## src/hw/asc_pkg.sv

```systemverilog
// Purpose: constants and types for the serial ADC conversion controller
// Assumes: 10 MHz core clock, serial clock sampled as a plain input
// Notes: shared by the controller and its result FIFO
package asc_pkg;
  // ----------------------------------------------------------------
  // timing
  // ----------------------------------------------------------------
  localparam int CLK_HZ = 10_000_000;
  localparam int POR_TIME_NS = 10_000;
  localparam int POR_CYCLES = (POR_TIME_NS * (CLK_HZ / 1_000_000) + 999) / 1000;
  // ----------------------------------------------------------------
  // control byte layout
  // ----------------------------------------------------------------
  localparam int CTRL_BITS = 8;
  localparam int TRACK_BIT = 5;
  localparam int CB_SEL_HI = 6;
  localparam int CB_SEL_LO = 4;
  localparam int CB_POL = 3;
  localparam int CB_CFG = 2;
  localparam int CB_PM_HI = 1;
  localparam int CB_PM_LO = 0;
  // ----------------------------------------------------------------
  // result frame, in falling edges counted from the hold edge
  // ----------------------------------------------------------------
  localparam int RES_BITS = 10;
  localparam logic [3:0] FR_MSB = 4'h3;
  localparam logic [3:0] FR_LSB = 4'hC;
  localparam logic [3:0] FR_OVERLAP = 4'h8;
  localparam logic [3:0] FR_END = 4'hF;
  // ----------------------------------------------------------------
  // power modes
  // ----------------------------------------------------------------
  localparam logic [1:0] PM_FULL_PD = 2'h0;
  localparam logic [1:0] PM_FAST_PD = 2'h1;
  localparam logic [1:0] PM_REDUCED = 2'h2;
  localparam logic [1:0] PM_NORMAL = 2'h3;
  typedef enum logic [1:0] {IN_HUNT, IN_BITS, IN_WAIT} asc_in_st_t;
  typedef enum logic {CV_IDLE, CV_RUN} asc_cv_st_t;
  // positive channel from {hi,mid,lo}; negative of a pair is its twin
  function automatic logic [1:0] asc_pos_chan(input logic [2:0] sel);
    asc_pos_chan = {sel[1], sel[2]};
  endfunction
endpackage

```

## src/hw/asc_fifo_if.sv

```systemverilog
// Purpose: carries result words from the controller into its FIFO
// Assumes: one clock domain, valid/ready handshake on both sides
// Notes: width follows the result word
`timescale 1ns/1ps
`default_nettype none
interface asc_fifo_if #(parameter int W = 10);
  logic push_valid; // producer offers a word
  logic push_ready; // FIFO has room
  logic [W-1:0] push_data;
  logic pop_valid; // FIFO holds a word
  logic pop_ready; // consumer takes it
  logic [W-1:0] pop_data;
  modport wr(output push_valid, output push_data, input push_ready,
             input pop_valid, input pop_data, output pop_ready);
  modport fifo(input push_valid, input push_data, output push_ready,
               output pop_valid, output pop_data, input pop_ready);
endinterface
`default_nettype wire

```

## src/hw/asc_top.sv

```systemverilog
// Purpose: serial control byte intake and SAR sequencing for a 4-input ADC
// Assumes: serial clock far slower than ref_clk_in (8 samples per period)
// Notes: all asynchronous pins synchronised; outputs registered; results queued in FIFO
`timescale 1ns/1ps
`default_nettype none
module asc_top import asc_pkg::*; #(
  parameter int FIFO_DEPTH = 4
) (
  input wire logic ref_clk_in,
  input wire logic nrst_in,
  input wire logic cs_n_in, // chip select, active low
  input wire logic sclk_in, // serial clock from host
  input wire logic din_in, // serial data in
  input wire logic hw_shutdown_n_in, // hardware shutdown, active low
  input wire logic comparator_in, // SAR comparator: input above DAC
  input wire logic result_ready_in, // result port consumer ready
  output logic dout_out, // serial data out
  output logic dout_oe_out, // high while dout is driven
  output logic conversion_strobe_out,
  output logic strobe_oe_out, // high while strobe is driven
  output logic track_out, // sampling switch closed
  output logic hold_out, // sample held, converting
  output logic [1:0] pos_chan_out, // positive input channel
  output logic [1:0] neg_chan_out, // negative input channel
  output logic neg_common_out, // negative input on common return
  output logic bipolar_out, // bipolar offset applied
  output logic [RES_BITS-1:0] dac_code_out, // SAR trial code
  output logic [1:0] power_mode_out, // applied power mode
  output logic shutdown_out, // hardware shutdown in force
  output logic por_busy_out, // reset interval running
  output logic result_valid_out,
  output logic [RES_BITS-1:0] result_data_out,
  output logic result_space_out // FIFO can take another result
);
  // ----------------------------------------------------------------
  // pin synchronisers
  // ----------------------------------------------------------------
  logic [4:0] pin_s1_q; // first stage, read only by second
  logic [4:0] pin_s2_q; // second stage
  logic sclk_d_q; // previous synced clock for edge find
  logic cs_low; // chip selected
  logic din_s;
  logic hw_shutdown_n_s; // shutdown asserted
  logic comp_s;
  logic rise_ev; // serial clock rising edge seen
  logic fall_ev; // serial clock falling edge seen
  // two flops on every asynchronous pin
  always_ff @(posedge ref_clk_in or negedge nrst_in) begin
    if (!nrst_in) begin
      pin_s1_q <= 5'h09; // idle levels: deselected, shutdown released
      pin_s2_q <= 5'h09; // so no false shutdown follows reset
      sclk_d_q <= 1'b0;
    end else begin
      pin_s1_q <= {comparator_in, hw_shutdown_n_in, din_in, sclk_in, cs_n_in};
      pin_s2_q <= pin_s1_q;
      sclk_d_q <= pin_s2_q[1];
    end
  end
  assign cs_low = !pin_s2_q[0];
  assign din_s = pin_s2_q[2];
  assign hw_shutdown_n_s = !pin_s2_q[3];
  assign comp_s = pin_s2_q[4];
  assign rise_ev = pin_s2_q[1] && !sclk_d_q;
  assign fall_ev = !pin_s2_q[1] && sclk_d_q;
  // ----------------------------------------------------------------
  // power-on reset interval
  // ----------------------------------------------------------------
  logic [$clog2(POR_CYCLES+1)-1:0] por_q; // counts down to zero
  logic por_busy;
  // host must not convert yet; starts are ignored meanwhile
  always_ff @(posedge ref_clk_in or negedge nrst_in) begin
    if (!nrst_in) begin
      por_q <= ($clog2(POR_CYCLES+1))'(POR_CYCLES);
    end else if (por_q != '0) begin
      por_q <= por_q - 1'b1;
    end
  end
  assign por_busy = (por_q != '0);
  // ----------------------------------------------------------------
  // control byte intake
  // ----------------------------------------------------------------
  asc_in_st_t in_q; // intake state
  logic [CTRL_BITS-1:0] shreg_q; // incoming control byte
  logic [3:0] nbits_q; // bits taken so far
  asc_cv_st_t cv_q; // conversion state
  logic [3:0] fcnt_q; // falling edges since hold
  logic start_ok;
  logic launch; // hold edge: conversion begins
  // a start is taken when idle or once bit four is out
  assign start_ok = (cv_q == CV_IDLE) || (fcnt_q >= FR_OVERLAP);
  assign launch = fall_ev && (in_q == IN_WAIT) && !hw_shutdown_n_s;
  // shift register on rising edges while selected
  always_ff @(posedge ref_clk_in or negedge nrst_in) begin
    if (!nrst_in) begin
      in_q <= IN_HUNT;
      shreg_q <= '0;
      nbits_q <= '0;
    end else if (hw_shutdown_n_s) begin
      in_q <= IN_HUNT;
      nbits_q <= '0;
    end else begin
      case (in_q)
        IN_HUNT: begin
          // leading zeros fall through; first one opens the byte
          if (rise_ev && cs_low && din_s && start_ok && !por_busy) begin
            shreg_q <= {{(CTRL_BITS-1){1'b0}}, 1'b1};
            nbits_q <= 4'h1;
            in_q <= IN_BITS;
          end
        end
        IN_BITS: begin
          if (rise_ev && cs_low) begin
            shreg_q <= {shreg_q[CTRL_BITS-2:0], din_s};
            nbits_q <= nbits_q + 4'h1;
            if (nbits_q == 4'(CTRL_BITS-1)) begin
              in_q <= IN_WAIT;
            end
          end
        end
        IN_WAIT: begin
          if (fall_ev) begin
            in_q <= IN_HUNT;
          end
        end
        default: in_q <= IN_HUNT;
      endcase
    end
  end
  // ----------------------------------------------------------------
  // conversion sequencing
  // ----------------------------------------------------------------
  logic [RES_BITS-1:0] sar_q; // trial and decided bits
  logic bip_q; // bipolar coding of this conversion
  logic [1:0] pm_pend_q; // mode to apply at the end
  logic [3:0] fnext; // falling edge index being served
  logic [3:0] bidx; // result bit decided at this edge
  logic decide; // this edge carries a decision
  assign fnext = fcnt_q + 4'h1;
  assign bidx = FR_LSB - fnext;
  assign decide = (fnext >= FR_MSB) && (fnext <= FR_LSB);
  // only shutdown clears a running conversion
  always_ff @(posedge ref_clk_in or negedge nrst_in) begin
    if (!nrst_in) begin
      cv_q <= CV_IDLE;
      fcnt_q <= '0;
    end else if (hw_shutdown_n_s) begin
      cv_q <= CV_IDLE;
      fcnt_q <= '0;
    end else if (launch) begin
      cv_q <= CV_RUN;
      fcnt_q <= '0;
    end else if (fall_ev && cv_q == CV_RUN) begin
      fcnt_q <= fnext;
      if (fnext == FR_END) begin
        cv_q <= CV_IDLE;
      end
    end
  end
  // SAR register: MSB trial at hold, one decision per falling edge three to twelve
  always_ff @(posedge ref_clk_in or negedge nrst_in) begin
    if (!nrst_in) begin
      sar_q <= '0;
    end else if (launch) begin
      sar_q <= {1'b1, {(RES_BITS-1){1'b0}}};
    end else if (fall_ev && cv_q == CV_RUN && decide) begin
      sar_q[bidx] <= comp_s;
      if (bidx != 4'h0) begin
        sar_q[bidx-4'h1] <= 1'b1;
      end
    end
  end
  // ----------------------------------------------------------------
  // analog front-end controls
  // ----------------------------------------------------------------
  logic [2:0] sel; // {hi, mid, lo} of the byte being taken
  assign sel = shreg_q[CB_SEL_HI:CB_SEL_LO];
  // track from bit five, hold from bit eight until the frame ends
  always_ff @(posedge ref_clk_in or negedge nrst_in) begin
    if (!nrst_in) begin
      track_out <= 1'b0;
      hold_out <= 1'b0;
    end else if (hw_shutdown_n_s) begin
      track_out <= 1'b0;
      hold_out <= 1'b0;
    end else if (fall_ev && in_q == IN_BITS && nbits_q == 4'(TRACK_BIT)) begin
      track_out <= 1'b1;
    end else if (launch) begin
      track_out <= 1'b0;
      hold_out <= 1'b1;
    end else if (fall_ev && cv_q == CV_RUN && fnext == FR_END) begin
      hold_out <= 1'b0;
    end
  end
  // mux and mode captured at the same edge the sample is held;
  // unlisted select codes steer somewhere, but nothing relies on it
  always_ff @(posedge ref_clk_in or negedge nrst_in) begin
    if (!nrst_in) begin
      pos_chan_out <= 2'h0;
      neg_chan_out <= 2'h0;
      neg_common_out <= 1'b1;
      bipolar_out <= 1'b0;
      bip_q <= 1'b0;
      pm_pend_q <= PM_NORMAL;
    end else if (launch) begin
      pos_chan_out <= asc_pos_chan(sel);
      neg_chan_out <= asc_pos_chan(sel) ^ 2'h1;
      neg_common_out <= shreg_q[CB_CFG];
      bipolar_out <= !shreg_q[CB_POL];
      bip_q <= !shreg_q[CB_POL];
      pm_pend_q <= shreg_q[CB_PM_HI:CB_PM_LO];
    end
  end
  // full power while converting, chosen mode once it is done
  always_ff @(posedge ref_clk_in or negedge nrst_in) begin
    if (!nrst_in) begin
      power_mode_out <= PM_NORMAL;
      shutdown_out <= 1'b0;
    end else begin
      shutdown_out <= hw_shutdown_n_s;
      if (launch) begin
        power_mode_out <= PM_NORMAL;
      end else if (fall_ev && cv_q == CV_RUN && fnext == FR_END) begin
        power_mode_out <= pm_pend_q;
      end
    end
  end
  // ----------------------------------------------------------------
  // serial outputs
  // ----------------------------------------------------------------
  logic dec_bit; // coded decision for this edge
  // bipolar flips the MSB: offset binary becomes two's complement
  assign dec_bit = (bidx == 4'(RES_BITS-1)) ? (comp_s ^ bip_q) : comp_s;
  // dout changes on falling edges; zeros outside the ten result bits
  always_ff @(posedge ref_clk_in or negedge nrst_in) begin
    if (!nrst_in) begin
      dout_out <= 1'b0;
    end else if (hw_shutdown_n_s || launch) begin
      dout_out <= 1'b0;
    end else if (fall_ev && cv_q == CV_RUN) begin
      dout_out <= decide ? dec_bit : 1'b0;
    end
  end
  // strobe: hold edge to the next falling edge; low when deselected
  always_ff @(posedge ref_clk_in or negedge nrst_in) begin
    if (!nrst_in) begin
      conversion_strobe_out <= 1'b0;
    end else if (!cs_low || hw_shutdown_n_s) begin
      conversion_strobe_out <= 1'b0;
    end else if (launch) begin
      conversion_strobe_out <= 1'b1;
    end else if (fall_ev) begin
      conversion_strobe_out <= 1'b0;
    end
  end
  // drivers enabled only while selected
  always_ff @(posedge ref_clk_in or negedge nrst_in) begin
    if (!nrst_in) begin
      dout_oe_out <= 1'b0;
      strobe_oe_out <= 1'b0;
    end else begin
      dout_oe_out <= cs_low;
      strobe_oe_out <= cs_low;
    end
  end
  // ----------------------------------------------------------------
  // result queue
  // ----------------------------------------------------------------
  asc_fifo_if #(.W(RES_BITS)) rq ();
  logic push_q; // one-cycle push at the end of the frame
  logic [RES_BITS-1:0] word_q;
  // a result that finds the queue full is lost, not stalled: the
  // conversion cannot wait, so room is reported on result_space_out
  always_ff @(posedge ref_clk_in or negedge nrst_in) begin
    if (!nrst_in) begin
      push_q <= 1'b0;
      word_q <= '0;
    end else begin
      push_q <= fall_ev && cv_q == CV_RUN && fnext == FR_END && !hw_shutdown_n_s;
      word_q <= {sar_q[RES_BITS-1] ^ bip_q, sar_q[RES_BITS-2:0]};
    end
  end
  assign rq.push_valid = push_q;
  assign rq.push_data = word_q;
  assign rq.pop_ready = result_ready_in && result_valid_out;
  asc_fifo #(.W(RES_BITS), .DEPTH(FIFO_DEPTH)) u_fifo (
    .ref_clk_in(ref_clk_in),
    .nrst_in(nrst_in),
    .port(rq)
  );
  // registered copies of the queue head and room
  always_ff @(posedge ref_clk_in or negedge nrst_in) begin
    if (!nrst_in) begin
      result_valid_out <= 1'b0;
      result_data_out <= '0;
      result_space_out <= 1'b0;
      dac_code_out <= '0;
      por_busy_out <= 1'b1;
    end else begin
      result_valid_out <= rq.pop_valid && !rq.pop_ready;
      result_data_out <= rq.pop_data;
      result_space_out <= rq.push_ready;
      dac_code_out <= sar_q;
      por_busy_out <= por_busy;
    end
  end
  // ----------------------------------------------------------------
  // checks
  // ----------------------------------------------------------------
  a_strobe_at_hold: assert property (@(posedge ref_clk_in) disable iff (!nrst_in)
    launch && cs_low |=> conversion_strobe_out) else $error("strobe missed hold edge");
  a_strobe_one_clk: assert property (@(posedge ref_clk_in) disable iff (!nrst_in)
    conversion_strobe_out && fall_ev |=> !conversion_strobe_out)
    else $error("strobe longer than one clock");
  a_float_deselect: assert property (@(posedge ref_clk_in) disable iff (!nrst_in)
    !cs_low |=> !dout_oe_out && !strobe_oe_out) else $error("driving while deselected");
  a_track_bit_five: assert property (@(posedge ref_clk_in) disable iff (!nrst_in)
    fall_ev && in_q == IN_BITS && nbits_q == 4'h5 && !hw_shutdown_n_s |=> track_out)
    else $error("track not started");
  a_hold_starts_conv: assert property (@(posedge ref_clk_in) disable iff (!nrst_in)
    $rose(hold_out) |-> cv_q == CV_RUN && fcnt_q == 4'h0) else $error("hold without start");
  a_shutdown_stops: assert property (@(posedge ref_clk_in) disable iff (!nrst_in)
    hw_shutdown_n_s |=> cv_q == CV_IDLE && !hold_out) else $error("shutdown ignored");
  a_full_power_conv: assert property (@(posedge ref_clk_in) disable iff (!nrst_in)
    cv_q == CV_RUN |-> power_mode_out == PM_NORMAL) else $error("low power while converting");
  a_lead_zeros: assert property (@(posedge ref_clk_in) disable iff (!nrst_in)
    cv_q == CV_RUN && fcnt_q < FR_MSB |-> !dout_out) else $error("leading zero violated");
  a_chan_pairing: assert property (@(posedge ref_clk_in) disable iff (!nrst_in)
    $rose(hold_out) |-> neg_chan_out == (pos_chan_out ^ 2'h1)) else $error("bad pairing");
endmodule // asc_top
`default_nettype wire

```

## src/hw/asc_fifo.sv

```systemverilog
// Purpose: small result FIFO between conversions and the result port
// Assumes: depth a power of two, at least two
// Notes: full and empty come from an explicit occupancy count
`timescale 1ns/1ps
`default_nettype none
module asc_fifo import asc_pkg::*; #(
  parameter int W = RES_BITS,
  parameter int DEPTH = 4
) (
  input wire logic ref_clk_in,
  input wire logic nrst_in,
  asc_fifo_if.fifo port
);
  localparam int AW = $clog2(DEPTH);
  // ----------------------------------------------------------------
  // storage and pointers
  // ----------------------------------------------------------------
  logic [W-1:0] mem_q [DEPTH]; // word store
  logic [AW-1:0] wr_q; // write slot
  logic [AW-1:0] rd_q; // read slot
  logic [AW:0] cnt_q; // occupancy
  logic do_push;
  logic do_pop;
  // refuse depths the pointer wrap cannot serve, at elaboration
  if (DEPTH < 2 || (1 << AW) != DEPTH) begin : g_bad_depth
    $error("asc_fifo depth must be a power of two");
  end
  assign do_push = port.push_valid && port.push_ready;
  assign do_pop = port.pop_valid && port.pop_ready;
  assign port.push_ready = (cnt_q != (AW+1)'(DEPTH));
  assign port.pop_valid = (cnt_q != '0);
  assign port.pop_data = mem_q[rd_q];
  // data store, no reset needed
  always_ff @(posedge ref_clk_in) begin
    if (do_push) begin
      mem_q[wr_q] <= port.push_data;
    end
  end
  // pointers and count
  always_ff @(posedge ref_clk_in or negedge nrst_in) begin
    if (!nrst_in) begin
      wr_q <= '0;
      rd_q <= '0;
      cnt_q <= '0;
    end else begin
      if (do_push) begin
        wr_q <= wr_q + 1'b1;
      end
      if (do_pop) begin
        rd_q <= rd_q + 1'b1;
      end
      cnt_q <= cnt_q + (AW+1)'(do_push) - (AW+1)'(do_pop);
    end
  end
endmodule // asc_fifo
`default_nettype wire

```

## config.mk

```make
export PLATFORM = sky130hd
export DESIGN_NAME = asc_top
export DESIGN_NICKNAME = d
export VERILOG_FILES = /design/src/hw/asc_pkg.sv /design/src/hw/asc_fifo_if.sv /design/src/hw/asc_top.sv /design/src/hw/asc_fifo.sv
export SDC_FILE = /design/constraint.sdc
export NUM_CORES = 1
export LEC_CHECK = 0
export ABC_AREA = 1
export BUFFER_PORTS_ARGS = -buffer_cell sky130_fd_sc_hd__buf_4
export CAP_MARGIN = 20
export CELL_PAD_IN_SITES_DETAIL_PLACEMENT = 1
export CELL_PAD_IN_SITES_GLOBAL_PLACEMENT = 2
export CORE_MARGIN = 4
export CORE_UTILIZATION = 42
export DETAILED_ROUTE_END_ITERATION = 10
export PLACE_DENSITY = 0.83
export SYNTH_ARGS = -nofsm -noshare
export SYNTH_HDL_FRONTEND = slang
export SYNTH_SLANG_ARGS = --single-unit
```

## constraint.sdc

```tcl
create_clock -name ref_clk_in -period 3.4 [get_ports ref_clk_in]
set_input_delay 0.51 -clock ref_clk_in [delete_from_list [all_inputs] [get_ports ref_clk_in]]
set_output_delay 0.51 -clock ref_clk_in [all_outputs]
set_load 0.03 [all_outputs]
```

== Yosys cells after proc, flatten, opt, wreduce, memory -nomap -nowiden ==
Memory sizes are Yosys's and may differ from the RTL's. A register that Yosys moved wholly into a read port is not among the register bits.
Cells that the tools add are included.

* Bitwise gates (word level): 5
* Equal/unequal tests: 19
* Magnitude comparators: 7
* Reduce and logical (&&, ||, !) cells: 46
* Add/sub/neg operators: 9
* Mux-type cells: 46

{| class="wikitable"
|+ Operator list
! operator !! count
|-
| 10-bit 2-to-1 mux || 3
|-
| 4-bit 2-to-1 mux || 6
|-
| 1-bit 2-to-1 mux || 22
|-
| 1-bit logical AND || 21
|-
| 3-bit by 1-bit inequality test with 1-bit output, second input constant || 5
|-
| 3-bit inequality test, second input constant || 5
|-
| 2-bit 2-to-1 mux || 7
|-
| 7-bit 2-to-1 mux || 2
|-
| 7-bit one-hot mux with 2 select lines || 1
|-
| 10-bit bitwise mux || 1
|-
| 4-bit by 5-bit < comparator with 1-bit output, second input constant || 2
|-
| 10-bit OR || 1
|-
| 4-bit by 1-bit adder with 4-bit output, second input constant || 2
|-
| 1-bit demux with 4-bit select || 2
|-
| 4-bit by 3-bit equality test with 1-bit output, second input constant || 2
|-
| 4-bit equality test, second input constant || 2
|-
| 4-bit by 1-bit greater-or-equal comparator with 1-bit output, second input constant || 2
|-
| 1-bit logical NOT || 8
|-
| 4-bit one-hot mux with 2 select lines || 1
|-
| 4-bit AND reduction || 2
|-
| 2-bit nonzero test || 4
|-
| 7-bit nonzero test || 1
|-
| 7-bit by 1-bit subtractor with 7-bit output, second input constant || 1
|-
| 2-bit inequality test, second input constant || 3
|-
| other kinds (19) || 26
|}

* Bits in writable memories: 40
* Register bits after elaboration: 93
* Logic and storage cells: 164
* Input port bits: 8
* Output and inout bits: 38
* Memories: 1

{| class="wikitable"
|+ Memory list
! memory !! depth !! bits a word !! rd ports !! clocked after Yosys merged registers in !! wr ports !! line !! source
|-
| u_fifo.mem_q || 4 || 10 || 1 || 1 || 1 || asc_fifo.sv:18 || <nowiki>logic [W-1:0] mem_q [DEPTH];</nowiki>
|}

== Depth between registers and ports, before layout ==
* Depth in word-level cells: 11
* Depth in mapped cells: 13
* Depth with buffers taken out: 13

== By module ==
From an unflattened synthesis, not the netlist that was laid out.

* Cells, all modules: 579
* Area total of the unflattened synthesis: 5935.7 um2

{| class="wikitable"
|+ By module, submodules not included
! module !! times used !! cells an instance !! area each (um2)
|-
| asc_top || 1 || 396 || 3917.5
|-
| asc_fifo || 1 || 183 || 2018.2
|}

== Worst setup path before layout ==
OpenSTA, ideal clock, no wires.

* Kind: reg2reg
* From: reg result_valid_out
* To: reg u_fifo.cnt_q[2]
* Required time: 3271 ps
* Arrival: 1698 ps
* Buffers on the path: 0
* Cell stages (with the launch flop): 8
* Setup slack: 1574 ps
* Cells stage by stage: dfrtp_1 nand2_1 a31oi_1 ha_1 inv_1 ha_1 fa_1 xor2_1

* Cells in the longest elaborated chain, start to end: 3

{| class="wikitable"
|+ RTL lines
! element !! line !! source
|-
| start: declaration || asc_top.sv:31 || <nowiki>output logic result_valid_out,</nowiki>
|-
| start signal: assignment || asc_top.sv:299 || <nowiki>result_valid_out <= rq.pop_valid && !rq.pop_ready;</nowiki>
|-
| 1-bit logical AND || asc_top.sv:284 || <nowiki>assign rq.pop_ready = result_ready_in && result_valid_out;</nowiki>
|-
| 1-bit logical AND || asc_fifo.sv:29 || <nowiki>assign do_pop = port.pop_valid && port.pop_ready;</nowiki>
|-
| net u_fifo.do_pop || asc_fifo.sv:23 || <nowiki>logic do_pop;</nowiki>
|-
| 3-bit by 1-bit subtractor with 3-bit output || asc_fifo.sv:52 || <nowiki>cnt_q <= cnt_q + (AW+1)'(do_push) - (AW+1)'(do_pop);</nowiki>
|-
| end signal: assignment || asc_fifo.sv:52 ||
|-
| end: declaration || asc_fifo.sv:21 || <nowiki>logic [AW:0] cnt_q;</nowiki>
|}

The timed path passes the listed nets, and every way through them passes these cells.
A chain may end at the register's enable or synchronous reset.

== Worst setup path after layout ==
* From: reg fcnt_q[0]
* To: reg sar_q[3]

* Cells in the longest elaborated chain, start to end: 11

{| class="wikitable"
|+ RTL lines
! element !! line !! source
|-
| start: declaration || asc_top.sv:86 || <nowiki>logic [3:0] fcnt_q;</nowiki>
|-
| start signal: assignment || asc_top.sv:153 || <nowiki>fcnt_q <= fnext;</nowiki>
|-
| 4-bit by 1-bit adder with 4-bit output (*) || asc_top.sv:138 || <nowiki>assign fnext = fcnt_q + 4'h1;</nowiki>
|-
| 4-bit subtractor || asc_top.sv:139 || <nowiki>assign bidx = FR_LSB - fnext;</nowiki>
|-
| 4-bit by 1-bit subtractor with 4-bit output, or another cell as far along || asc_top.sv:168 || <nowiki>sar_q[bidx-4'h1] <= 1'b1;</nowiki>
|-
| 4-bit by 5-bit < comparator with 1-bit output (implied by the code), or another cell as far along || asc_top.sv:168 ||
|-
| 1-bit logical AND (implied by the code) or 1-bit 2-to-1 mux (tied branches) || asc_top.sv:168, asc_top.sv:166 ||
|-
| 1-bit 2-to-1 mux (implied by the code) or 1-bit demux with 4-bit select (tied branches) || asc_top.sv:168, asc_top.sv:166 ||
|-
| 1-bit demux with 4-bit select or 10-bit bitwise mux (tied branches) || asc_top.sv:168, asc_top.sv:166 ||
|-
| 10-bit OR (no source line) || n/a ||
|-
| 10-bit 2-to-1 mux || asc_top.sv:167 || <nowiki>if (bidx != 4'h0) begin</nowiki>
|-
| 10-bit 2-to-1 mux || asc_top.sv:165 || <nowiki>end else if (fall_ev && cv_q == CV_RUN && decide) begin</nowiki>
|-
| 10-bit 2-to-1 mux || asc_top.sv:163 || <nowiki>end else if (launch) begin</nowiki>
|-
| end signal: assignment || asc_top.sv:164 || <nowiki>sar_q <= {1'b1, {(RES_BITS-1){1'b0}}};</nowiki>
|-
| end signal: indexed assignment || asc_top.sv:166 || <nowiki>sar_q[bidx] <= comp_s;</nowiki>
|-
| end: declaration || asc_top.sv:132 || <nowiki>logic [RES_BITS-1:0] sar_q;</nowiki>
|}

Every way passes the cells marked *; elsewhere a longest branch is shown, timed or not. The select of a mux whose other input is x is not followed.

==> metrics.yaml <==
outcome: "completed"
cts_buffers: 17
crit_path_start_kind: "flip-flop"
hold_viol: 0
drv_slew: 0
crit_buf_inv: 0
gp_congestion: 0.8555
synth_cells: 546
vias: 3874
rows: 42
final_common_cell: "nand2_1"
num_io_pins: 46
first_pass_iters: 4
grt.overflow.total: 0
vias_per_cell: 4.954
cts-root-buf: "clkbuf_16"
drive_above_1_share: 0.1997
drt_iter0_drc: 189
drt_wl_total_um: 12640
design.die.area_um2: 15400
final_cell_mix: "nand2_1 (112), dfrtp_1 (80), inv_1 (57)"
cts.sinks: 133
setup_viol: 0
p_int_uw: 3071
p_per_area_nw_per_um2: 661.1
ant_nets: 0
fin_tns_setup_ns: 0
maxCapViolCount: 0
cts_tree: "built"
p_leak_uw: 0.003149
ys.warnings.count: 0
pwr-share-clk: 0.400
synth_seq_area_share: 0.6264
syn_to_final_growth_pct: 18.11
rsz0062_at_grt: "no"
ys_ff_latch: 133
synth.distinct_cells: 37
die_h_um: 124.1
finClkSkew_ns: 0.008586
crit_chain: "ha_1, nand2_1, nand2_2, nand2_1, nand2_1, nand2_1, nor2_2, nand2_1, nand2_1, nand3_1, nand2_1, nand2_1"
worstPathMaxFanout: 9
peakVddDrop_mv: 0.2938
clock_latency_ns: 0.42
ff_latch_area_um2: 3545
max_freq_mhz: 486.1
die_w_um: 124.1
grt_pass1_vias: 4188
synth_top_family_by_area: "simple AND/OR/NAND/NOR gates"
grt_max_degree: 50
combPwrFrac: 0.176
fillCellCount: 1464
period_minus_slack_ns: 2.057
cpMostUsedCell: "nand2_1"
io_buffers: 45
synth_edf_count: 40
htree_levels: 4
syn_area_per_cell_um2: 10.36
fin_crit_sh: 0.6051
crit_type: "flip-flop to flip-flop"
cts_buffer_depth: 2
cts-resized-gates: 0
synth_area_um2: 5659
maxSlewHeadroom: 0.3203
antennaDiodeCount: 0
worstMarginPinSlew_ns: 1.016
synth_fp_nets: 571
stdcell_area_um2: 6684
grt_pass1_wl_um: 21100
clkTransAtPathRegs_ns: 0.06
antenna_found_initial: 0
start_util: 0.4273
synth_xor_area_frac: 0.01702
yosys.area_share.simple: 0.1853
crit_path_top_delay_cell: "dfrtp_1"
dp_hpwl_um: 8696
crit_path_end_kind: "flip-flop"
multi_input_area_um2: 1757
seqPwrFrac: 0.425
synth_flop_cell: "dfrtp_1"
hp-class: "input port to async pin"
route.detailed.drc: 0
synth-compound-area-share: 0.06920
coreArea_um2: 13240
cp.depth: 12
worst_ep_required_time_ns: 3.71
max_stage_delay_ns: 0.51
synth_fa_ha_area_frac: 0.03891
switchingPower_uw: 1348
layout.nets: 618
cp.arrival_ns: 2.37
placed_area_um2: 6115
post_drt_wl_per_cell_um: 16.16
cp_top_family: "simple AND/OR/NAND/NOR gates"
cts_setup_buffers: 0
reg2reg_depth: 12
switching_share: 0.3050
grt_use_total: 0.1804
synthArstFlopShare: 0.6992
synthMuxAreaShare: 0
hold_buffers: 0
-- state kept, by name, summed over array words and instances, names as in the netlist, 3 cells and up --
signal,count
result_data_out,10
pin_s2_q,5
u_fifo.cnt_q,3
fcnt_q,4
por_q,7
shreg_q,7
pin_s1_q,5
u_fifo.mem_q,40
nbits_q,4
dac_code_out,10
sar_q,10
-- synth_stat cells, drive strengths merged, types with 2 or more instances --
| cell | instances | area share |
|---|---|---|
| nand4 | 10 | 0.011 |
| ha | 16 | 0.035 |
| clkbuf | 7 | 0.0046 |
| a21oi | 4 | 0.0035 |
| buf | 13 | 0.017 |
| or2 | 3 | 0.0033 |
| o211ai | 2 | 0.0035 |
| nor3 | 4 | 0.0055 |
| xor2 | 10 | 0.015 |
| nor2 | 60 | 0.045 |
| nand2 | 120 | 0.085 |
| edfxtp | 40 | 0.21 |
| dfrtp | 80 | 0.35 |
| dfstp | 13 | 0.060 |
| inv | 62 | 0.041 |
| nand3 | 37 | 0.034 |
| o21ai | 40 | 0.037 |
| o22ai | 18 | 0.020 |
-- per-stage QoR --
step	power [uW]	hold slack (ns)	utilization	cells	setup WS [ns]
after detailed placement	2688	0.3409	0.4617	750	1.332
after CTS	4464	0.1327	0.5047	782	1.344
final	4419	0.1113	0.5047	782	1.343
after global routing	4630	0.1515	0.5047	782	1.074
after global placement	2638	0.3364	0.4617	750	1.401
after floorplan	2379	0.2144	-	546	1.574
-- kinds of logic after synthesis --
family	after synthesis
buffers and inverters	82
AO/OA/AOI/OAI	68
AND/OR/NAND/NOR	235
adder cells (fa/ha/maj)	17
flip-flops	133
XOR/XNOR	11
-- path summary, 6_finish.rpt --
path	slack, ns	endpoint	startpoint
worst max-delay path	1.34	sar_q[3]	fcnt_q[0]
worst min-delay path	0.11	por_q[3]	nrst_in
worst max register to register	1.34	sar_q[3]	fcnt_q[0]
worst min register to register	0.35	pin_s2_q[2]	pin_s1_q[2]
max in group asynchronous	2.46	neg_common_out	nrst_in
min in group ref_clk_in	0.19	pin_s1_q[4]	comparator_in
-- layout make-up --
cell class,instances,share of cell area
sequential,133,0.5303
tap,176,0.03295
clock inverter,14,0.02097
inverter,62,0.03482
multi-input combinational,331,0.2628
clock buffer,18,0.06421
timing repair buffer,48,0.05391
-- routing by layer --
| layer | share of wire | track usage | vias up | wire [um] |
|---|---|---|---|---|
| met3 | 0.028 | 0.04587 | 16 | 357 |
| met2 | 0.51 | 0.3115 | 47 | 6465 |
| li1 | - | - | 1876 | - |
| met4 | 0.013 | 0.05749 | 0 | 167 |
| met5 | 0 | 0 | - | 0 |
| met1 | 0.45 | 0.2220 | 1935 | 5647 |
-- power by group through the flow --
| stage | combinational, uW | clock [uW] | sequential [uW] |
|---|---|---|---|
| 6_report | 776 | 1770 | 1880 |
| 5_1_grt | 862 | 1880 | 1890 |
| 4_1_cts | 789 | 1800 | 1880 |
| 3_5_place_dp | 781 | 0 | 1910 |
| 3_3_place_gp | 738 | 0 | 1900 |
| 2_1_floorplan | 321 | 0 | 2060 |
Note: power is estimated with default switching activity, not from simulation.
